File: config.mk
export PLATFORM = sky130hd
export DESIGN_NAME = anar_regs
export DESIGN_NICKNAME = d
export VERILOG_FILES = /design/src/inc/anar_pkg.sv /design/src/anar_regs.sv
export SDC_FILE = /design/constraint.sdc
export NUM_CORES = 1
export LEC_CHECK = 0
export BUFFER_PORTS_ARGS = -buffer_cell sky130_fd_sc_hd__buf_2
export CAP_MARGIN = 25
export CELL_PAD_IN_SITES_DETAIL_PLACEMENT = 1
export CELL_PAD_IN_SITES_GLOBAL_PLACEMENT = 1
export CORE_UTILIZATION = 28
export DETAILED_ROUTE_END_ITERATION = 16
export GPL_ROUTABILITY_DRIVEN = 0
export PLACE_DENSITY = 0.85
export RECOVER_POWER = 50
export SLEW_MARGIN = 5
export SYNTH_ARGS = -nofsm -noshare
export SYNTH_HDL_FRONTEND = slang
export SYNTH_SLANG_ARGS = --single-unit
export TNS_END_PERCENT = 10
File: constraint.sdc
create_clock -name hclk -period 1.7 [get_ports hclk]
set_input_delay 0.34 -clock hclk [delete_from_list [all_inputs] [get_ports hclk]]
set_output_delay 0.34 -clock hclk [all_outputs]
set_load 0.005 [all_outputs]
File: src/inc/anar_pkg.sv
package anar_pkg;
    // ==========================================================
    // Register indices; byte address is four times the index
    localparam logic [5:0] IDX_CTRL = 6'h00;
    localparam logic [5:0] IDX_STAT = 6'h01;
    localparam logic [5:0] IDX_ADV = 6'h04;
    localparam logic [5:0] IDX_LPA = 6'h05;
    localparam logic [5:0] IDX_OVR = 6'h10;
    localparam logic [5:0] IDX_XSTAT = 6'h11;
    // ==========================================================
    // Control, override and status register fields
    localparam int CTRL_SPEED = 13;
    localparam int CTRL_AN_EN = 12;
    localparam int CTRL_RESTART = 9;
    localparam int CTRL_DUPLEX = 8;
    localparam int OVR_BIT = 15;
    localparam int STAT_AN_DONE = 5;
    localparam int XSTAT_AN_DONE = 4;
    // ==========================================================
    // Advertisement and partner field positions
    localparam int F_NP = 15;
    localparam int F_ACK = 14;
    localparam int F_RF = 13;
    localparam int F_T4 = 9;
    // Fixed status word: all abilities except 100Base-T4, negotiation able
    localparam logic [15:0] STAT_CAPS = 16'h7808;
    // Mask of partner bits taken from the received word
    localparam logic [15:0] LPA_MASK = 16'he1ff & ~16'h0200;
    // ==========================================================
    // Reset values
    localparam logic [3:0] TECH_ALL = 4'hf;
    localparam logic [3:0] TECH_NONE = 4'h0;
    localparam logic [4:0] SEL_8023 = 5'h01;
    localparam logic [2:0] RSVD_RST = 3'h0;
    localparam logic [15:0] LPA_RST = 16'h0000;
endpackage

File: src/anar_regs.sv
// Added by the designer: the AHB-Lite register port.
`timescale 1ns/1ns
`default_nettype none
module anar_regs
(
    // Clock and reset
    input wire logic hclk,
    input wire logic hresetn,
    // AHB-Lite slave
    input wire logic hsel,
    input wire logic [31:0] haddr,
    input wire logic [1:0] htrans,
    input wire logic hwrite,
    input wire logic [2:0] hsize,
    input wire logic [31:0] hwdata,
    input wire logic hready,
    output logic hreadyout,
    output logic hresp,
    output logic [31:0] hrdata,
    // Straps
    input wire logic hardware_software_select_pin,
    input wire logic an_enable_pin,
    // Negotiation sublayer
    input wire logic [15:0] lcw_rx_data,
    input wire logic lcw_rx_valid,
    input wire logic an_complete,
    output logic [15:0] lcw_tx_data,
    output logic an_enable,
    output logic an_restart,
    output logic an_idle,
    output logic speed_100,
    output logic full_duplex
);
    import anar_pkg::*;

    // ==========================================================
    // Bus phase tracking
    logic dp_wr_r, dp_rd_r, rd_done_r;
    logic [5:0] dp_idx_r;
    logic [31:0] hrdata_r;
    wire logic addr_ok = hsel && htrans[1] && hready;

    // Register state
    logic strap_done_r;
    logic an_en_r, speed_r, duplex_r, restart_r, ovr_r;
    logic adv_np_r, adv_rf_r;
    logic [2:0] adv_rsvd_r;
    logic [3:0] tech_r;
    logic [4:0] sel_r;
    logic [15:0] lpa_r;

    // Write strobes, decoded in the data phase
    wire logic wr_ctrl = dp_wr_r && (dp_idx_r == IDX_CTRL);
    wire logic wr_adv = dp_wr_r && (dp_idx_r == IDX_ADV);
    wire logic wr_ovr = dp_wr_r && (dp_idx_r == IDX_OVR);
    wire logic wr_cw = wr_adv && ovr_r;

    // Read-side words
    wire logic [15:0] ctrl_word = {2'b00, speed_r, an_en_r, 3'b000,
        duplex_r, 8'h00};
    wire logic [15:0] stat_word = STAT_CAPS
        | (16'(an_complete) << STAT_AN_DONE);
    wire logic [15:0] adv_word = {adv_np_r, 1'b0, adv_rf_r, 3'b000,
        1'b0, tech_r, sel_r};
    wire logic [15:0] ovr_word = {ovr_r, 15'h0000};
    wire logic [15:0] xstat_word = 16'(an_complete) << XSTAT_AN_DONE;

    // Read mux; unmapped addresses read zero
    function automatic logic [15:0] rd_mux(input logic [5:0] idx,
        input logic [15:0] c, input logic [15:0] s,
        input logic [15:0] a, input logic [15:0] l,
        input logic [15:0] o, input logic [15:0] x);
        logic [15:0] v;
        v = 16'h0000;
        if (idx == IDX_CTRL)
            v = c;
        else if (idx == IDX_STAT)
            v = s;
        else if (idx == IDX_ADV)
            v = a;
        else if (idx == IDX_LPA)
            v = l;
        else if (idx == IDX_OVR)
            v = o;
        else if (idx == IDX_XSTAT)
            v = x;
        return v;
    endfunction

    wire logic [15:0] rd_word = rd_mux(dp_idx_r, ctrl_word, stat_word,
        adv_word, lpa_r, ovr_word, xstat_word);

    // Reads wait one cycle so a write just ahead is already visible
    assign hreadyout = !(dp_rd_r && !rd_done_r);
    assign hresp = 1'b0;
    assign hrdata = hrdata_r;

    // ==========================================================
    // Address phase capture
    always_ff @(posedge hclk or negedge hresetn)
    begin
        if (!hresetn)
        begin
            dp_wr_r <= 1'b0;
            dp_rd_r <= 1'b0;
            dp_idx_r <= 6'h00;
        end
        else if (hreadyout)
        begin
            dp_wr_r <= addr_ok && hwrite;
            dp_rd_r <= addr_ok && !hwrite;
            dp_idx_r <= haddr[7:2];
        end
    end

    // Read data is loaded in the wait cycle of a read
    always_ff @(posedge hclk or negedge hresetn)
    begin
        if (!hresetn)
        begin
            rd_done_r <= 1'b0;
            hrdata_r <= 32'h0000_0000;
        end
        else
        begin
            rd_done_r <= dp_rd_r && !rd_done_r;
            if (dp_rd_r && !rd_done_r)
                hrdata_r <= {16'h0000, rd_word};
        end
    end

    // ==========================================================
    // Straps are caught on the first edge after reset release
    wire logic an_en_strap = hardware_software_select_pin ?
        an_enable_pin : 1'b1;
    always_ff @(posedge hclk or negedge hresetn)
    begin
        if (!hresetn)
            strap_done_r <= 1'b0;
        else
            strap_done_r <= 1'b1;
    end

    // Control and override registers; restart self-clears
    always_ff @(posedge hclk or negedge hresetn)
    begin
        if (!hresetn)
        begin
            an_en_r <= 1'b1;
            speed_r <= 1'b1;
            duplex_r <= 1'b0;
            restart_r <= 1'b0;
            ovr_r <= 1'b0;
        end
        else
        begin
            restart_r <= wr_ctrl && hwdata[CTRL_RESTART];
            if (!strap_done_r)
                an_en_r <= an_en_strap;
            else if (wr_ctrl)
            begin
                an_en_r <= hwdata[CTRL_AN_EN];
                speed_r <= hwdata[CTRL_SPEED];
                duplex_r <= hwdata[CTRL_DUPLEX];
            end
            if (wr_ovr)
                ovr_r <= hwdata[OVR_BIT];
        end
    end

    // ==========================================================
    // Advertisement register; override-write fields need ovr_r
    always_ff @(posedge hclk or negedge hresetn)
    begin
        if (!hresetn)
        begin
            adv_np_r <= 1'b0;
            adv_rf_r <= 1'b0;
            adv_rsvd_r <= RSVD_RST;
            tech_r <= TECH_ALL;
            sel_r <= SEL_8023;
        end
        else
        begin
            if (!strap_done_r)
                tech_r <= an_en_strap ? TECH_ALL : TECH_NONE;
            else if (wr_cw)
                tech_r <= hwdata[8:5];
            if (wr_cw)
            begin
                adv_rsvd_r <= hwdata[12:10];
                sel_r <= hwdata[4:0];
            end
            if (wr_adv)
            begin
                adv_np_r <= hwdata[F_NP];
                adv_rf_r <= hwdata[F_RF];
            end
        end
    end

    // Transmitted code word; reserved stored bits stay local
    assign lcw_tx_data = {adv_np_r, 1'b0, adv_rf_r, 3'b000, 1'b0,
        tech_r, sel_r};
    assign an_enable = an_en_r;
    assign an_idle = !an_en_r;
    assign an_restart = restart_r;
    assign speed_100 = speed_r;
    assign full_duplex = duplex_r;

    // ==========================================================
    // Partner ability; cleared on restart, loaded per received word
    always_ff @(posedge hclk or negedge hresetn)
    begin
        if (!hresetn)
            lpa_r <= LPA_RST;
        else if (restart_r || !an_en_r)
            lpa_r <= LPA_RST;
        else if (lcw_rx_valid)
            lpa_r <= lcw_rx_data & LPA_MASK;
    end

    // ==========================================================
    // Checks
    a_rsvd_read_zero: assert property (
        @(posedge hclk) disable iff (!hresetn)
        (dp_rd_r && rd_done_r && dp_idx_r == IDX_ADV)
        |-> hrdata[12:9] == 4'h0)
        else $error("reserved advertisement bits read non-zero");

    a_cw_locked: assert property (
        @(posedge hclk) disable iff (!hresetn)
        (wr_adv && !ovr_r && strap_done_r)
        |=> ($stable(tech_r) && $stable(sel_r) && $stable(adv_rsvd_r)))
        else $error("override-write bits changed while locked");

    a_cw_taken: assert property (
        @(posedge hclk) disable iff (!hresetn)
        (wr_adv && ovr_r && strap_done_r)
        |=> tech_r == $past(hwdata[8:5]))
        else $error("override write not taken");

    a_t4_never: assert property (
        @(posedge hclk) disable iff (!hresetn)
        lcw_tx_data[F_T4] == 1'b0 && adv_word[F_T4] == 1'b0)
        else $error("100Base-T4 advertised");

    // The sent word must carry what software wrote, not merely mirror the flops
    a_tx_fields: assert property (
        @(posedge hclk) disable iff (!hresetn)
        (wr_cw && strap_done_r) |=> lcw_tx_data[8:0] == $past(hwdata[8:0]))
        else $error("code word differs from advertisement");

    a_idle_mode: assert property (
        @(posedge hclk) disable iff (!hresetn)
        (wr_ctrl && !hwdata[CTRL_AN_EN] && strap_done_r)
        |=> (an_idle && !an_enable && speed_100 == $past(hwdata[13])))
        else $error("negotiation off did not select idle mode");

    a_tech_default: assert property (
        @(posedge hclk) disable iff (!hresetn)
        $rose(strap_done_r) |-> tech_r == ((hardware_software_select_pin && !an_enable_pin) ?
            TECH_NONE : TECH_ALL))
        else $error("ability defaults do not follow straps");

    a_status_caps: assert property (
        @(posedge hclk) disable iff (!hresetn)
        (dp_rd_r && rd_done_r && dp_idx_r == IDX_STAT)
        |-> hrdata[15:11] == STAT_CAPS[15:11])
        else $error("status capabilities changed");

    a_lpa_capture: assert property (
        @(posedge hclk) disable iff (!hresetn)
        (lcw_rx_valid && !restart_r && an_en_r)
        |=> lpa_r == ($past(lcw_rx_data) & LPA_MASK))
        else $error("partner word not captured");

    a_lpa_rsvd: assert property (
        @(posedge hclk) disable iff (!hresetn)
        lpa_r[12:9] == 4'h0)
        else $error("partner reserved or T4 bit set");

    a_lpa_clear: assert property (
        @(posedge hclk) disable iff (!hresetn)
        restart_r |=> lpa_r == LPA_RST ##1 (lpa_r == LPA_RST || $past(lcw_rx_valid)))
        else $error("partner register not cleared on restart");

    a_read_wait: assert property (
        @(posedge hclk) disable iff (!hresetn)
        (addr_ok && !hwrite) |=> !hreadyout ##1 hreadyout)
        else $error("read wait state wrong");

    // Writes never stall the bus
    a_write_nowait: assert property (
        @(posedge hclk) disable iff (!hresetn)
        (addr_ok && hwrite) |=> hreadyout)
        else $error("write inserted a wait state");

    // A held restart would keep wiping the partner word
    a_restart_pulse: assert property (
        @(posedge hclk) disable iff (!hresetn)
        (wr_ctrl && hwdata[CTRL_RESTART]) |=> an_restart ##1 !an_restart)
        else $error("restart is not a single pulse");

    // Software writes must not disturb the partner word
    a_lpa_locked: assert property (
        @(posedge hclk) disable iff (!hresetn)
        (dp_wr_r && dp_idx_r == IDX_LPA && !lcw_rx_valid && !restart_r && an_en_r)
        |=> $stable(lpa_r))
        else $error("partner register changed by a write");
endmodule
`default_nettype wire

==> results.md <==
* Run status: finished, final reports clean
* Die area at 0.00930 mm²
* Vias at 1962
* Number of buffers between clock root and the deepest sink at 2
* Category of the most critical setup path: reg2reg
* CTS root buffer: clkbuf_8
* Syn Inst Count at 233
* Worst Path Arrival at 1870 ps
* Share of total power in sequential cells at 0.440
* Total negative setup slack at 0 ps
* Leakage power figure at 1.53 nW
* Width of the die at 96.4 µm
* Top post-synthesis cells by area: dfrtp_1 (45%), buf_4 (8.1%), dfstp_2 (7.4%), mux2i_1 (6.8%), nand2_1 (4.4%)
* First-pass GRT wire length at 10600 µm
* Switching part of the total power at 0.367
* Total area of multi-input combinational cells at 0.00104 mm²
* Total global routing overflow at 0
* Final worst slack at 21.3 ps
* Mean cell area of the mapped netlist at 10.7 µm²
* Top-level port count at 149
* Share of synthesized area spent on multiplexers at 0.113
* Number of hold buffers added after CTS at 0
* Count of pins over their slew limit at 0
* Seq. cell area at 0.00131 mm²
* Clock power frac at 0.191
* RSZ-0062 raised after global routing: true
* Clock latency reported for the late side of the worst-skew pair at 310 ps
* Library cell with the largest summed area after synthesis: dfrtp_1
* Worst Setup End Kind: flop
* Shortest period the worst path allows at 1680 ps
* Die extent in y at 96.4 µm
* Portion of the post-synthesis area used by sequential elements at 0.525
* Final WL at 6640 µm
* Antenna violations before repair at 0
* Net count reported at finish at 408
* Top cell type's share of synthesized area at 0.451
* Number of sinks driven by the clock tree at 52
* Peak fanout along the critical path at 4
* Critical path startpoint category: flop
* Simple logic cell fraction of the synthesized area at 0.146
* F_max at 596 MHz
* Clock tree from TritonCTS: done
* Power per cell area at 1230 mW/mm²
* Final Cycle Share at 0.987
* Reg clk slew, reported paths at 90 ps
* Routed wirelength normalized by instance count at 15.7 µm
* Number of antenna diodes at 0
* Initial core utilization at 0.288
* DR iter-0 viols at 128
* Via-per-instance ratio at 4.64
* Switch Pwr at 1.40 mW
* Number of fillers in the final layout at 1046
* Port Buf Inserts at 71
* Required time of the critical path at 1890 ps
* Vias in the first global route at 2058
* Number of warnings issued by yosys at 0
* Peak supply drop at 568 µV
* Count of TritonRoute iterations in the first routing pass at 4
* Count of different cell masters after synthesis at 40
* DR DRC count at 0
* Relative slew slack at 0.147
* Total clock buffers created by CTS at 5
* Final count of negative-setup-slack endpoints at 0
* Total GRT Usage at 0.152
* Overall power after layout at 3.81 mW
* Combinational family with the most area after synthesis: simple AND/OR/NAND/NOR gates
* Combinational cell fraction of total power at 0.369
* Number of synthesized register bits at 52
* Share of the synthesized area in compound gates (AO/OA/AOI/OAI) at 0.109
* Xor and xnor fraction of the mapped netlist area at 0
* Area of the core at 0.00868 mm²
* Pin count of the biggest net entering global routing at 53
* Final ANT Viol Nets at 0
* Area Overhead vs Synth at 23.6%
* Pin slew with the least headroom to its limit at 1280 ps
* Post-route clock skew at 10.3 ps
* Max H-tree Level at 2
* Power Internal at 2.41 mW
* Path class of the lowest-slack min-delay path: in2reg
* Share of synthesized cell area in full adder, half adder and majority cells at 0
* Final hold violation count at 0
* # Max-Cap Violations at 0
* Minimum hold slack at 221 ps
* Area of the mapped netlist at 0.00250 mm²
* Number of cell rows at 34
* Worst slack at placement at 27.9 ps
* Share of final-layout standard cells stronger than drive strength 1 at 0.378
* HPWL after detailed placement at 5190 µm
[layout by cell type (no fill, tap or decap), drive strengths merged]
cell type and instances:
clkbuf 12, and3 3, nor3b 1, a31oi 4, nor3 3, dfstp 7
nand4 1, nor2b 1, a22oi 6, buf 83, mux2 10, nand3 6
clkinvlp 1, mux2i 17, a2bb2oi 1, nand2b 3, a21o 1, conb 25
a211oi 1, o2111ai 1, dfrtp 45, o21ai 14, inv 4, nor4 1
nor2 16, and2 2, a32o 1, a21oi 11, a221oi 1, a32oi 1
nand2 29, a222oi 1, nor4b 2
[state kept, by name, summed over array words and instances, names as in the netlist]
signal / flops
dp_wr_r: 1
tech_r: 4
hrdata: 14
dp_idx_r: 6
ovr_r: 1
adv_rf_r: 1
dp_rd_r: 1
lpa_r: 12
speed_100: 1
strap_done_r: 1
an_restart: 1
an_enable: 1
full_duplex: 1
rd_done_r: 1
sel_r: 5
adv_np_r: 1
[kinds of logic after synthesis]
family,Yosys count
flops,52
compound gates,43
simple gates,68
other cells,2
mux,27
buf+inv,41
[cells in the mapped netlist, drive strengths merged]
library cell / instances
mux2i: 17
nand4: 1
nor4: 1
nor2: 16
a32oi: 1
nor3b: 1
mux2: 10
nand2: 29
a221oi: 1
a222oi: 1
nand2b: 3
nor4b: 2
dfstp: 7
dfrtp: 45
clkbuf: 6
and3: 3
o2111ai: 1
o21ai: 14
a22oi: 6
and2: 2
a211oi: 1
nor3: 3
a32o: 1
a21oi: 11
buf: 31
a2bb2oi: 1
a31oi: 4
a21o: 1
nor2b: 1
nand3: 6
inv: 4
conb: 2
[timing repair]
action                                 CTS  global route
gates resized for setup                  0             7
endpoints found under the hold margin    0             0
cloned                                   0             0
setup endpoints to repair                1            11
setup buffers                            0             1
pin swaps                                1             3
[layer usage]
layer / global-route usage / up-vias / wire length (µm)
li1: - / 913 / -
met1: 0.189 / 987 / 2790
met2: 0.268 / 57 / 3520
met3: 0.0368 / 5 / 278
met4: 0.0319 / 0 / 50
met5: 0 / - / 0
[final timing paths]
check / start / end / slack (ps) / cells past startpoint
min: haddr[2] / dp_idx_r[0] / 220 / 3
min in group asynchronous: hresetn / lpa_r[7] / 390 / 2
max reg2reg: dp_idx_r[4] / full_duplex / 20 / 5
max in group asynchronous: hresetn / dp_rd_r / 550 / 2
min reg2reg: hrdata[11] / hrdata[11] / 500 / 2
max: dp_idx_r[4] / full_duplex / 20 / 5
[worst max-delay path: stages, from the launching register on]
cell and delay, ps:
dfrtp_1 440, buf_6 150, nor4_4 320, and2_4 210, nand3_2 100, mux2_1 330
[layout make-up]
type | count | share of cell area
sequential | 52 | 0.424
tap | 108 | 0.0438
clock buffer | 7 | 0.0280
inverter | 4 | 0.00486
clock inverter | 1 | 0.00243
timing repair buffer | 88 | 0.160
multi-input combinational | 163 | 0.336
[metrics by stage]
stage	instances	util	instance area, µm²
finish	423	0.356	3090
floorplan	256	-	2580
CTS	422	0.354	3070
detailed placement	414	0.343	2970
global route	423	0.356	3090
global placement	414	0.343	2970
[power by group through the flow]
stage,Sequential (mW),Clock (mW),Combinational [mW]
finish,1.68,0.730,1.41
global route,1.71,0.796,1.58
CTS,1.68,0.744,1.37
detailed placement,1.70,0,1.37
global placement,1.68,0,1.30
floorplan,1.70,0,0.756
Power figures use the tool's default switching activity.
